[src/hw/rspf_pkg.sv]
/*
 package of constants for the reset source status and reset pin filter block.
 assumes a 32-bit apb slave, byte addresses = index * 4 since printed offsets are not all multiples of four.
*/
// How it works
// - read-only second reset cause status register
// - cleared on por, low-voltage, deep-stop wakeup
// - bit 5: stop acknowledge timeout reset
// - bit 3: debugger reset request
// - bit 2: software reset request
// - bit 1: core lockup reset
// - reserved bits always read zero
// - control bits 2:0 reset only by por
// - filters cleared when disabled; bus filter also cleared when stopping
// - control bit 2 selects stop-mode filtering
// - run/wait select: off, bus, oscillator, reserved
// - bus filter count is width plus one
// - width field reset only by por
// - reset pin asserted when low
package rspf_pkg;
   localparam logic [11:0] RSPF_IDX_STATUS = 12'h001;
   localparam logic [11:0] RSPF_IDX_CONTROL = 12'h004;
   localparam logic [11:0] RSPF_IDX_WIDTH = 12'h005;
   localparam logic [11:0] RSPF_IDX_IRQ_STATUS = 12'h010;
   localparam logic [11:0] RSPF_IDX_IRQ_ENABLE = 12'h011;
   localparam logic [11:0] RSPF_IDX_IRQ_CLEAR = 12'h012;
   localparam logic [11:0] RSPF_ADDR_STATUS = {RSPF_IDX_STATUS[9:0], 2'b00};
   localparam logic [11:0] RSPF_ADDR_CONTROL = {RSPF_IDX_CONTROL[9:0], 2'b00};
   localparam logic [11:0] RSPF_ADDR_WIDTH = {RSPF_IDX_WIDTH[9:0], 2'b00};
   localparam logic [11:0] RSPF_ADDR_IRQ_STATUS = {RSPF_IDX_IRQ_STATUS[9:0], 2'b00};
   localparam logic [11:0] RSPF_ADDR_IRQ_ENABLE = {RSPF_IDX_IRQ_ENABLE[9:0], 2'b00};
   localparam logic [11:0] RSPF_ADDR_IRQ_CLEAR = {RSPF_IDX_IRQ_CLEAR[9:0], 2'b00};
   localparam int RSPF_BIT_STOP_ACK = 5;
   localparam int RSPF_BIT_DEBUG = 3;
   localparam int RSPF_BIT_SOFTWARE = 2;
   localparam int RSPF_BIT_LOCKUP = 1;
   localparam logic [7:0] RSPF_STATUS_MASK = 8'h2E;
   localparam logic [7:0] RSPF_STATUS_RESET = 8'h00;
   localparam logic [2:0] RSPF_CONTROL_RESET = 3'h0;
   localparam logic [4:0] RSPF_WIDTH_RESET = 5'h00;
   localparam int RSPF_BIT_STOP_SEL = 2;
   localparam int RSPF_IRQ_BITS = 2;
   localparam int RSPF_IRQ_BIT_ASSERT = 0;
   localparam int RSPF_IRQ_BIT_RELEASE = 1;
   localparam int RSPF_OSC_COUNT = 2;
   typedef enum logic [1:0] {
      RSPF_RW_OFF = 2'h0,
      RSPF_RW_BUS = 2'h1,
      RSPF_RW_OSC = 2'h2,
      RSPF_RW_RSVD = 2'h3
   } rspf_rw_sel_t;
endpackage

[src/hw/rspf_filter.sv]
/*
 digital glitch filter: output follows input after it holds a new level for a number of enable ticks.
 assumes a synchronised input and a one-cycle tick enable on pclk.
*/
`timescale 1ns/1ns
`default_nettype none
module rspf_filter #(
   parameter int CW = 6
) (
   input wire logic pclk,
   input wire logic presetn,
   input wire logic clear,
   input wire logic tick,
   input wire logic din,
   input wire logic [CW-1:0] count,
   output logic dout
);
   import rspf_pkg::*;
   logic [CW-1:0] run;
   // clear returns to the released (high) level so a stale low is never kept
   always_ff @(posedge pclk or negedge presetn) begin
      if (!presetn) begin
         run <= '0;
         dout <= 1'b1;
      end else if (clear) begin
         run <= '0;
         dout <= 1'b1;
      end else if (din == dout) begin
         run <= '0;
      end else if (tick) begin
         if (run + 1'b1 >= count) begin
            dout <= din;
            run <= '0;
         end else begin
            run <= run + 1'b1;
         end
      end
   end
endmodule // rspf_filter
`default_nettype wire

[src/hw/rspf_top.sv]
/*
 reset cause status register b, reset pin filter control and width, apb slave, event interrupt.
 assumes reset cause strobes are levels held through the system reset, and por_n is the chip power-on reset
 (asynchronous, active low) separate from presetn. the oscillator tick is a pulse on pclk.
*/
// The implementer's own choice: the APB slave port.
`timescale 1ns/1ns
`default_nettype none
module rspf_top (
   input wire logic pclk,
   input wire logic presetn,
   input wire logic por_n,
   input wire logic clear_cause,
   input wire logic cause_stop_ack,
   input wire logic cause_debug,
   input wire logic cause_software,
   input wire logic cause_lockup,
   input wire logic stop_mode,
   input wire logic low_power_oscillator_tick,
   input wire logic reset_pin_n,
   input wire logic psel,
   input wire logic penable,
   input wire logic pwrite,
   input wire logic [11:0] paddr,
   input wire logic [31:0] pwdata,
   output logic [31:0] prdata,
   output logic pready,
   output logic pslverr,
   output logic pin_reset_req,
   output logic irq
);
   import rspf_pkg::*;
   ////////////////////////////////////////////////////////////////////////////////
   logic [7:0] cause;
   logic [2:0] control;
   logic [4:0] width;
   logic pin_s1, pin_s2;
   logic bus_out, osc_out;
   logic pin_filtered, pin_prev;
   logic [RSPF_IRQ_BITS-1:0] irq_status, irq_enable;
   logic wr, rd, hit;
   rspf_rw_sel_t rw_sel;
   assign wr = psel && penable && pwrite;
   assign rd = psel && !penable && !pwrite;
   assign rw_sel = rspf_rw_sel_t'(control[1:0]);
   always_comb begin
      case (paddr)
         RSPF_ADDR_STATUS, RSPF_ADDR_CONTROL, RSPF_ADDR_WIDTH,
         RSPF_ADDR_IRQ_STATUS, RSPF_ADDR_IRQ_ENABLE, RSPF_ADDR_IRQ_CLEAR: hit = 1'b1;
         default: hit = 1'b0;
      endcase
   end
   ////////////////////////////////////////////////////////////////////////////////
   // cause record: captured at every system reset release, zero after por/low-voltage/wakeup
   always_ff @(posedge pclk or negedge presetn) begin
      if (!presetn) begin
         cause <= RSPF_STATUS_RESET;
      end else if (clear_cause) begin
         cause <= RSPF_STATUS_RESET;
      end else begin
         cause[RSPF_BIT_STOP_ACK] <= cause[RSPF_BIT_STOP_ACK] | cause_stop_ack;
         cause[RSPF_BIT_DEBUG] <= cause[RSPF_BIT_DEBUG] | cause_debug;
         cause[RSPF_BIT_SOFTWARE] <= cause[RSPF_BIT_SOFTWARE] | cause_software;
         cause[RSPF_BIT_LOCKUP] <= cause[RSPF_BIT_LOCKUP] | cause_lockup;
      end
   end
   ////////////////////////////////////////////////////////////////////////////////
   // filter settings live on the power-on reset so other resets keep them
   always_ff @(posedge pclk or negedge por_n) begin
      if (!por_n) begin
         control <= RSPF_CONTROL_RESET;
         width <= RSPF_WIDTH_RESET;
      end else if (wr && paddr == RSPF_ADDR_CONTROL) begin
         control <= pwdata[2:0];
      end else if (wr && paddr == RSPF_ADDR_WIDTH) begin
         width <= pwdata[4:0];
      end
   end
   ////////////////////////////////////////////////////////////////////////////////
   always_ff @(posedge pclk or negedge presetn) begin
      if (!presetn) begin
         pin_s1 <= 1'b1;
         pin_s2 <= 1'b1;
      end else begin
         pin_s1 <= reset_pin_n;
         pin_s2 <= pin_s1;
      end
   end
   logic bus_en, osc_en;
   // reserved run/wait code behaves as unfiltered
   assign bus_en = !stop_mode && rw_sel == RSPF_RW_BUS;
   assign osc_en = stop_mode ? control[RSPF_BIT_STOP_SEL] : rw_sel == RSPF_RW_OSC;
   rspf_filter #(.CW(6)) u_bus_filter (
      .pclk(pclk),
      .presetn(presetn),
      .clear(!bus_en || stop_mode),
      .tick(1'b1),
      .din(pin_s2),
      .count({1'b0, width} + 6'h01),
      .dout(bus_out)
   );
   rspf_filter #(.CW(6)) u_osc_filter (
      .pclk(pclk),
      .presetn(presetn),
      .clear(!osc_en),
      .tick(low_power_oscillator_tick),
      .din(pin_s2),
      .count(6'(RSPF_OSC_COUNT)),
      .dout(osc_out)
   );
   always_comb begin
      if (bus_en) pin_filtered = bus_out;
      else if (osc_en) pin_filtered = osc_out;
      else pin_filtered = pin_s2;
   end
   always_ff @(posedge pclk or negedge presetn) begin
      if (!presetn) begin
         pin_reset_req <= 1'b0;
         pin_prev <= 1'b1;
      end else begin
         pin_reset_req <= !pin_filtered;
         pin_prev <= pin_filtered;
      end
   end
   ////////////////////////////////////////////////////////////////////////////////
   // interrupt events: filtered pin asserting and releasing; set beats clear
   logic [RSPF_IRQ_BITS-1:0] ev, clr;
   assign ev = {pin_filtered & !pin_prev, !pin_filtered & pin_prev};
   assign clr = (wr && paddr == RSPF_ADDR_IRQ_CLEAR) ? pwdata[RSPF_IRQ_BITS-1:0] : '0;
   always_ff @(posedge pclk or negedge presetn) begin
      if (!presetn) irq_status <= '0;
      else irq_status <= (irq_status & ~clr) | ev;
   end
   always_ff @(posedge pclk or negedge presetn) begin
      if (!presetn) irq_enable <= '0;
      else if (wr && paddr == RSPF_ADDR_IRQ_ENABLE) irq_enable <= pwdata[RSPF_IRQ_BITS-1:0];
   end
   always_ff @(posedge pclk or negedge presetn) begin
      if (!presetn) irq <= 1'b0;
      else irq <= |(((irq_status & ~clr) | ev) & irq_enable);
   end
   ////////////////////////////////////////////////////////////////////////////////
   // apb: no wait states; read data latched in setup, ready in the first access cycle
   always_ff @(posedge pclk or negedge presetn) begin
      if (!presetn) begin
         prdata <= 32'h0000_0000;
      end else if (rd) begin
         case (paddr)
            RSPF_ADDR_STATUS: prdata <= {24'h000000, cause & RSPF_STATUS_MASK};
            RSPF_ADDR_CONTROL: prdata <= {29'h00000000, control};
            RSPF_ADDR_WIDTH: prdata <= {27'h0000000, width};
            RSPF_ADDR_IRQ_STATUS: prdata <= {30'h00000000, irq_status};
            RSPF_ADDR_IRQ_ENABLE: prdata <= {30'h00000000, irq_enable};
            default: prdata <= 32'h0000_0000;
         endcase
      end
   end
   always_ff @(posedge pclk or negedge presetn) begin
      if (!presetn) begin
         pready <= 1'b0;
         pslverr <= 1'b0;
      end else begin
         pready <= psel && !penable;
         pslverr <= psel && !penable && (!hit || (pwrite && paddr == RSPF_ADDR_STATUS));
      end
   end
   ////////////////////////////////////////////////////////////////////////////////
   // samples the synchronised pin has held its level, saturating; a lower bound for any filter decision
   logic [5:0] ast_hold;
   logic ast_last;
   always_ff @(posedge pclk or negedge presetn) begin
      if (!presetn) begin
         ast_hold <= 6'h00;
         ast_last <= 1'b1;
      end else begin
         ast_last <= pin_s2;
         if (pin_s2 != ast_last) ast_hold <= 6'h01;
         else if (ast_hold != 6'h3F) ast_hold <= ast_hold + 6'h01;
      end
   end
   AST_STATUS_RSVD: assert property (@(posedge pclk) disable iff (!presetn)
      pready && !pwrite && $past(paddr) == RSPF_ADDR_STATUS |-> prdata[7:6] == 2'b00 && !prdata[4] && !prdata[0])
      else $error("status reserved bit read nonzero");
   AST_CAUSE_SOFT: assert property (@(posedge pclk) disable iff (!presetn)
      cause_software && !clear_cause |=> cause[RSPF_BIT_SOFTWARE])
      else $error("software cause not recorded");
   AST_CAUSE_DBG: assert property (@(posedge pclk) disable iff (!presetn)
      cause_debug && !clear_cause |=> cause[RSPF_BIT_DEBUG])
      else $error("debug cause not recorded");
   AST_CAUSE_STOP: assert property (@(posedge pclk) disable iff (!presetn)
      cause_stop_ack && !clear_cause |=> cause[RSPF_BIT_STOP_ACK])
      else $error("stop ack cause not recorded");
   AST_CAUSE_LOCK: assert property (@(posedge pclk) disable iff (!presetn)
      cause_lockup && !clear_cause |=> cause[RSPF_BIT_LOCKUP])
      else $error("lockup cause not recorded");
   AST_CAUSE_CLEAR: assert property (@(posedge pclk) disable iff (!presetn)
      clear_cause |=> cause == 8'h00)
      else $error("cause not cleared");
   AST_STATUS_RO: assert property (@(posedge pclk) disable iff (!presetn)
      wr && paddr == RSPF_ADDR_STATUS && !clear_cause && !cause_stop_ack && !cause_debug && !cause_software
      && !cause_lockup |=> $stable(cause) && $stable(control) && $stable(width))
      else $error("status write disturbed state");
   AST_BUS_CLEAR: assert property (@(posedge pclk) disable iff (!presetn)
      stop_mode |=> bus_out)
      else $error("bus filter not cleared in stop");
   AST_BUS_MIN: assert property (@(posedge pclk) disable iff (!presetn)
      bus_out != $past(bus_out) && $past(bus_en) |-> ast_hold >= {1'b0, $past(width)} + 6'h01)
      else $error("bus filter accepted early");
   AST_PIN_LOW: assert property (@(posedge pclk) disable iff (!presetn)
      !bus_en && !osc_en && !pin_s2 |=> pin_reset_req)
      else $error("low pin not treated as asserted");
   AST_STOP_SEL: assert property (@(posedge pclk) disable iff (!presetn)
      stop_mode && !control[RSPF_BIT_STOP_SEL] |-> !osc_en && !bus_en)
      else $error("stop filtering not disabled");
   COV_SOFT: cover property (@(posedge pclk) cause_software ##1 pready);
   COV_PIN: cover property (@(posedge pclk) bus_en ##1 !bus_out);
   COV_OSC: cover property (@(posedge pclk) stop_mode && osc_en ##1 !osc_out);
   COV_IRQ: cover property (@(posedge pclk) $rose(irq));
endmodule // rspf_top
`default_nettype wire

[config.mk]
export PLATFORM = sky130hd
export DESIGN_NAME = rspf_top
export DESIGN_NICKNAME = d
export VERILOG_FILES = /design/src/hw/rspf_pkg.sv /design/src/hw/rspf_filter.sv /design/src/hw/rspf_top.sv
export SDC_FILE = /design/constraint.sdc
export NUM_CORES = 1
export LEC_CHECK = 0
export BUFFER_PORTS_ARGS = -buffer_cell sky130_fd_sc_hd__buf_2
export CORE_MARGIN = 1
export CORE_UTILIZATION = 40
export DETAILED_ROUTE_END_ITERATION = 12
export MAX_ROUTING_LAYER = met4
export PLACE_DENSITY = 0.68
export SETUP_SLACK_MARGIN = 0.4
export SYNTH_ARGS = -nofsm -noshare
export SYNTH_HDL_FRONTEND = slang
export SYNTH_SLANG_ARGS = --single-unit
[constraint.sdc]
create_clock -name pclk -period 2.4 [get_ports pclk]
set_input_delay 0 -clock pclk [delete_from_list [all_inputs] [get_ports pclk]]
set_output_delay 0 -clock pclk [all_outputs]
set_load 0.1 [all_outputs]
# Yosys cells after proc, flatten, opt, wreduce, memory -nomap -nowiden
# Index checks and enable logic that the tools add are counted.
# totals
input_bits	58
wordCells	96
regBits	69
# classes
n_reduce_logical	26
bitwise	11
eq_ne	15
order_cmp	2
muxes	22
add_sub_neg	3
# op_table
cell	count
6-bit 2-to-1 mux	7
12-bit by 7-bit equality test with 1-bit output, second input constant	3
6-bit one-hot mux with 5 select lines	1
12-bit by 5-bit equality test with 1-bit output, second input constant	2
6-bit by 1-bit adder with 6-bit output, second input constant	2
12-bit by 3-bit equality test with 1-bit output, second input constant	1
1-bit 2-to-1 mux	12
1-bit logical AND	11
1-bit logical NOT	7
5-bit by 1-bit adder with 6-bit output, second input constant	1
6-bit by 2-bit greater-or-equal comparator with 1-bit output, second input constant	1
6-bit greater-or-equal comparator	1
6-bit OR reduction	1
2-bit AND	2
2-bit by 1-bit inequality test with 1-bit output, second input constant	2
2-bit inequality test, second input constant	2
1-bit bitwise OR	4
2-bit AND reduction	2
3-bit 2-to-1 mux	1
3-bit by 2-bit inequality test with 1-bit output, second input constant	1
3-bit AND reduction	1
1-bit AND	2
1-bit equality test	2
2-bit by 1-bit equality test with 1-bit output, second input constant	1
8 further kinds	9

# Longest topological paths before layout
# logic_depth
depth_word	9
depth_mapped	8
mapped_depth_nobuf	8

# Modules after synthesis
# Synthesis repeated with hierarchy kept, for this count alone.
# hier_totals
cells_unflattened	288
hier_area_um2	2832.7
# modules_own_cells
module	n_inst	area_per_inst_um2	cells_per_inst
rspf_top	1	1711.6	174
rspf_filter	2	560.5	57

# Worst setup path before layout
# OpenSTA, ideal clock, no wires.
# synth_path
path_kind	reg-to-reg
start	reg width[2]
end	reg u_bus_filter.run[2]
synth_period_minus_slack_ns	2.090
setup_slack_ns	0.310
arrival_time_ns	2.016
path_stages_with_launch	9
cell_sequence	dfrtp_1 and3_1 xnor2_1 ha_1 a21o_1 a21oi_1 o221ai_1 or3_1 nor2b_1
# synth_via
elab_chain_cells	5
# synth_lines
item	line	rtl
from (decl)	rspf_top.sv:36	logic [4:0] width;
from (signal assigned)	rspf_top.sv:76	width <= pwdata[4:0];
5-bit by 1-bit adder with 6-bit output	rspf_top.sv:99	.count({1'b0, width} + 6'h01),
6-bit greater-or-equal comparator	rspf_filter.sv:31	if (run + 1'b1 >= count) begin
6-bit 2-to-1 mux	rspf_filter.sv:31	
6-bit 2-to-1 mux	rspf_filter.sv:28	end else if (din == dout) begin
6-bit 2-to-1 mux	rspf_filter.sv:25	end else if (clear) begin
to (signal assigned)	rspf_filter.sv:35	run <= run + 1'b1;
to (decl)	rspf_filter.sv:19	logic [CW-1:0] run;
# Every way passes these cells.
# A chain may end at the register's enable or synchronous reset.

# Worst setup path in the final report
# layout_path
start	reg u_bus_filter.run[0]
end	reg u_bus_filter.run[4]
# layout_via
elab_chain_cells	5
# layout_lines
item	line
6-bit by 1-bit adder with 6-bit output *	rspf_filter.sv:31, rspf_filter.sv:35
6-bit greater-or-equal comparator	rspf_filter.sv:31
6-bit 2-to-1 mux *	rspf_filter.sv:31
6-bit 2-to-1 mux *	rspf_filter.sv:28
6-bit 2-to-1 mux *	rspf_filter.sv:25
# Mark *: on every way between the ends. The rest lies on a longest branch, timed or not.

==> impl_metrics.tcl <==
set metrics [dict create \
    status "finished, final reports clean" \
    final_antenna_net_count 0 \
    worst_setup_hold_path_clk_slew_ps 80 \
    die_area_um2 6310 \
    cts.htree.levels 2 \
    worstSetupEndpointType "register" \
    sequential_fraction_of_design_power_pct 48.2 \
    globalRouteTotalUtil_pct 16.9 \
    grt_max_degree 36 \
    wl_per_instance_um 12.3 \
    met3_wirelength_um 217 \
    synth_async_sr_flop_share_pct 100 \
    finalMaxSlewViolations 0 \
    synth_warnings 0 \
    ys_types 49 \
    clockBufferDepth 2 \
    tritoncts "built" \
    post_route_cells_drive_above_1_share_pct 29.2 \
    count_of_max_cap_constraint_violations 0 \
    first_global_vias 1788 \
    nets 372 \
    syn_inst 238 \
    share_clk_of_total_power_pct 31.5 \
    starting_density_of_the_core_pct 42.5 \
    m1_wl_um 2080 \
    rsz0062_at_grt "yes" \
    setup.worst_path.start_class "register" \
    report.final.setup_viol 0 \
    relSlewSlack_pct 47.1 \
    pwr_density_cell_nw_per_um2 524 \
    hold_viol_final 0 \
    weighted_congestion_reported_at_the_end_of_routability_driven_placement 0.791 \
    via_per_inst 4.93 \
    antenna_cells 0 \
    synth.largest_area_cell "sky130_fd_sc_hd__dfrtp_1" \
    synthesis_to_layout_area_growth_pct 22.7 \
    p_switching_w 0.000543 \
    cp_data_arrival_time_ps 2320 \
    rows 27 \
    postRouteWirelength_um 4650 \
    power_switching_share_pct 35.2 \
    critical_path_required_ps 2640 \
    clk-insertion-delay-late_ps 310 \
    met2WireLength_um 2280 \
    synthTopCellsByArea "sky130_fd_sc_hd__dfrtp_1 (40%), sky130_fd_sc_hd__buf_4 (8.1%), sky130_fd_sc_hd__dfstp_2 (5.5%), sky130_fd_sc_hd__ha_1 (5.2%), sky130_fd_sc_hd__mux2_2 (3.8%)" \
    dieWidth_um 79.4 \
    worstMarginPinSlew_ps 794 \
    fin_tns_setup_ps 0 \
    criticalPathCategory "register to register" \
    share_of_the_synthesized_area_in_the_top_cell_type_pct 39.6 \
    period_share_pct 86.6 \
    p_int_w 0.00100 \
    max_clock_freq_ghz 0.481 \
    dpl.hpwl_um 3320 \
    vdd_drop_max_mv 0.271 \
    ys.flop_type "sky130_fd_sc_hd__dfrtp_1" \
    fp.coreArea_um2 5640 \
    grt_antenna_before_repair 0 \
    power.share.combinational_pct 20.2 \
    placement.io_buffers 40 \
    synth_seq_cells 43 \
    drt_pre_antenna_iters 4 \
    post_syn_area_per_cell_um2 10.1 \
    finalWorstPathRequiredPeriod_ps 2080 \
    synth_enable_flop_cells 0 \
    lkg_pwr_nw 1.43 \
    mappedNetlistArea_um2 2400 \
    grt_remaining_overflow 0 \
    detailroute.via_count 1858 \
    seq_area_frac_synth_pct 45.1 \
    crit_fanout 6 \
    topRoutingLayerUsed "met4" \
    drc 0 \
    grt_first_pass_wirelength_um 8000 \
    height_of_the_die_um 79.4 \
    clock-sinks 43 \
    timing.clock.skew_ps 5.27 \
    clk_root_buffer_cell "sky130_fd_sc_hd__clkbuf_8" \
    timing.hold.worst.class "primary input to register" \
    cts_buffers 5 \
    detailedRoute.firstIterationViolations 101 \
    finish.utilization_pct 52.2 \
    boundaryPins 94 \
]
power groups by stage:
stage	clock network [W]	logic [W]	registers, W
3_3_place_gp	0	0.000290	0.000758
6_report	0.000487	0.000312	0.000744
4_1_cts	0.000505	0.000312	0.000744
5_1_grt	0.000529	0.000329	0.000746
3_5_place_dp	0	0.000292	0.000758
2_1_floorplan	0	0.000245	0.000779
placed cells by master (no fill, tap or decap), types with 2 or more instances in the layout:
master / n
sky130_fd_sc_hd__nand3_1: 6
sky130_fd_sc_hd__dlygate4sd3_1: 16
sky130_fd_sc_hd__xor2_1: 4
sky130_fd_sc_hd__nand3b_1: 4
sky130_fd_sc_hd__nor2_1: 20
sky130_fd_sc_hd__ha_2: 2
sky130_fd_sc_hd__inv_1: 11
sky130_fd_sc_hd__clkinvlp_4: 2
sky130_fd_sc_hd__or4_1: 2
sky130_fd_sc_hd__o22ai_1: 2
sky130_fd_sc_hd__ha_1: 8
sky130_fd_sc_hd__nand2b_1: 8
sky130_fd_sc_hd__nand2_1: 15
sky130_fd_sc_hd__and2_1: 4
sky130_fd_sc_hd__xnor2_1: 3
sky130_fd_sc_hd__o21ai_0: 9
sky130_fd_sc_hd__clkbuf_8: 5
sky130_fd_sc_hd__nor2b_1: 6
sky130_fd_sc_hd__or2_2: 2
sky130_fd_sc_hd__mux2_2: 8
sky130_fd_sc_hd__or3_4: 2
sky130_fd_sc_hd__conb_1: 26
sky130_fd_sc_hd__xnor2_2: 2
sky130_fd_sc_hd__mux2i_1: 4
sky130_fd_sc_hd__buf_4: 7
sky130_fd_sc_hd__nand3_2: 3
sky130_fd_sc_hd__dfrtp_1: 38
sky130_fd_sc_hd__nor3_1: 3
sky130_fd_sc_hd__nand4_1: 2
sky130_fd_sc_hd__a22o_1: 2
sky130_fd_sc_hd__buf_2: 40
sky130_fd_sc_hd__o41ai_1: 2
sky130_fd_sc_hd__a21oi_1: 7
sky130_fd_sc_hd__dfstp_2: 5
final cells by class:
class / instances / area, um2
clock inverter: 3 / 23.8
inverter: 11 / 41.3
sequential: 43 / 1080
multi-input combinational: 180 / 1220
fill: 523 / 2700
timing repair buffer: 63 / 413
clock buffer: 5 / 68.8
tap: 72 / 90.1
critical path, stage by stage, from the launching register on:
cell	delay [ps]
sky130_fd_sc_hd__dfrtp_1	400
sky130_fd_sc_hd__ha_2	210
sky130_fd_sc_hd__nand3_2	90
sky130_fd_sc_hd__xnor2_2	150
sky130_fd_sc_hd__ha_1	320
sky130_fd_sc_hd__a21oi_2	160
sky130_fd_sc_hd__o221ai_2	120
sky130_fd_sc_hd__or3_4	420
sky130_fd_sc_hd__nor2b_1	130
final timing paths:
check	endpoint	start	cells after the start	slack (ps)
worst max-delay path	u_bus_filter.run[4]	u_bus_filter.run[0]	8	320
worst min-delay path	prdata[3]	paddr[8]	3	2
worst max register to register	u_bus_filter.run[4]	u_bus_filter.run[0]	8	320
worst min register to register	pin_s2	pin_s1	0	360
max in group asynchronous	u_bus_filter.run[4]	presetn	2	1600
min in group asynchronous	width[0]	por_n	2	60
metal layers:
metal,track usage [%],vias up
met2,27.4,65
li1,-,899
met5,-,-
met1,21.1,886
met3,2.63,8
met4,6.73,0
per-stage QoR:
stage | hold slack, ps | total power [W] | worst slack [ps] | instance area [um2] | cells
floorplan | -296 | 0.00102 | 403 | 2500 | 263
global placement | -153 | 0.00105 | 257 | 2590 | 346
detailed placement | -151 | 0.00105 | 229 | 2590 | 346
CTS | 2.17 | 0.00156 | 301 | 2920 | 376
global route | 27.4 | 0.00160 | 251 | 2940 | 377
finish | 2.49 | 0.00154 | 322 | 2940 | 377
synth_stat cells (2+ instances only):
| library cell | number |
|---|---|
| sky130_fd_sc_hd__dfrtp_1 | 38 |
| sky130_fd_sc_hd__buf_4 | 26 |
| sky130_fd_sc_hd__nor2_1 | 21 |
| sky130_fd_sc_hd__nand2_1 | 15 |
| sky130_fd_sc_hd__inv_1 | 11 |
| sky130_fd_sc_hd__ha_1 | 10 |
| sky130_fd_sc_hd__o21ai_0 | 10 |
| sky130_fd_sc_hd__nand3_1 | 9 |
| sky130_fd_sc_hd__a21oi_1 | 8 |
| sky130_fd_sc_hd__mux2_2 | 8 |
| sky130_fd_sc_hd__nand2b_1 | 8 |
| sky130_fd_sc_hd__nor2b_1 | 6 |
| sky130_fd_sc_hd__dfstp_2 | 5 |
| sky130_fd_sc_hd__xnor2_1 | 5 |
| sky130_fd_sc_hd__and2_1 | 4 |
| sky130_fd_sc_hd__mux2i_1 | 4 |
| sky130_fd_sc_hd__nand3b_1 | 4 |
| sky130_fd_sc_hd__nor3_1 | 4 |
| sky130_fd_sc_hd__xor2_1 | 4 |
| sky130_fd_sc_hd__clkbuf_1 | 3 |
| sky130_fd_sc_hd__a22o_1 | 2 |
| sky130_fd_sc_hd__nand4_1 | 2 |
| sky130_fd_sc_hd__o22ai_1 | 2 |
| sky130_fd_sc_hd__o41ai_1 | 2 |
| sky130_fd_sc_hd__or2_2 | 2 |
| sky130_fd_sc_hd__or4_1 | 2 |
state kept, by name (all words and copies together) (netlist names):
register           flops
pin_reset_req          1
control                3
u_bus_filter.dout      1
u_osc_filter.dout      1
cause                  4
pslverr                1
pin_s1                 1
pin_s2                 1
u_osc_filter.run       6
prdata                 6
u_bus_filter.run       6
irq_enable             2
pready                 1
irq                    1
pin_prev               1
irq_status             2
width                  5
cell families after synthesis:
family,synth area share (%)
flops,45.1
xor+xnor,3.29
fa+ha+maj,5.22
simple gates,21.3
buf+inv,10.3
mux,5.43
other cells,0.156
compound gates,9.13
what timing repair did:
| action | 4_1_cts | 5_1_grt |
|---|---|---|
| pin swaps | 7 | 7 |
| hold endpoints to repair | 57 | 0 |
| cloned | 0 | 0 |
| endpoints found under the setup margin | 6 | 9 |
| setup buffers | 6 | 1 |
| gates resized for setup | 8 | 4 |
| hold buffers | 16 | 0 |
(Power assumes the default switching activity.)
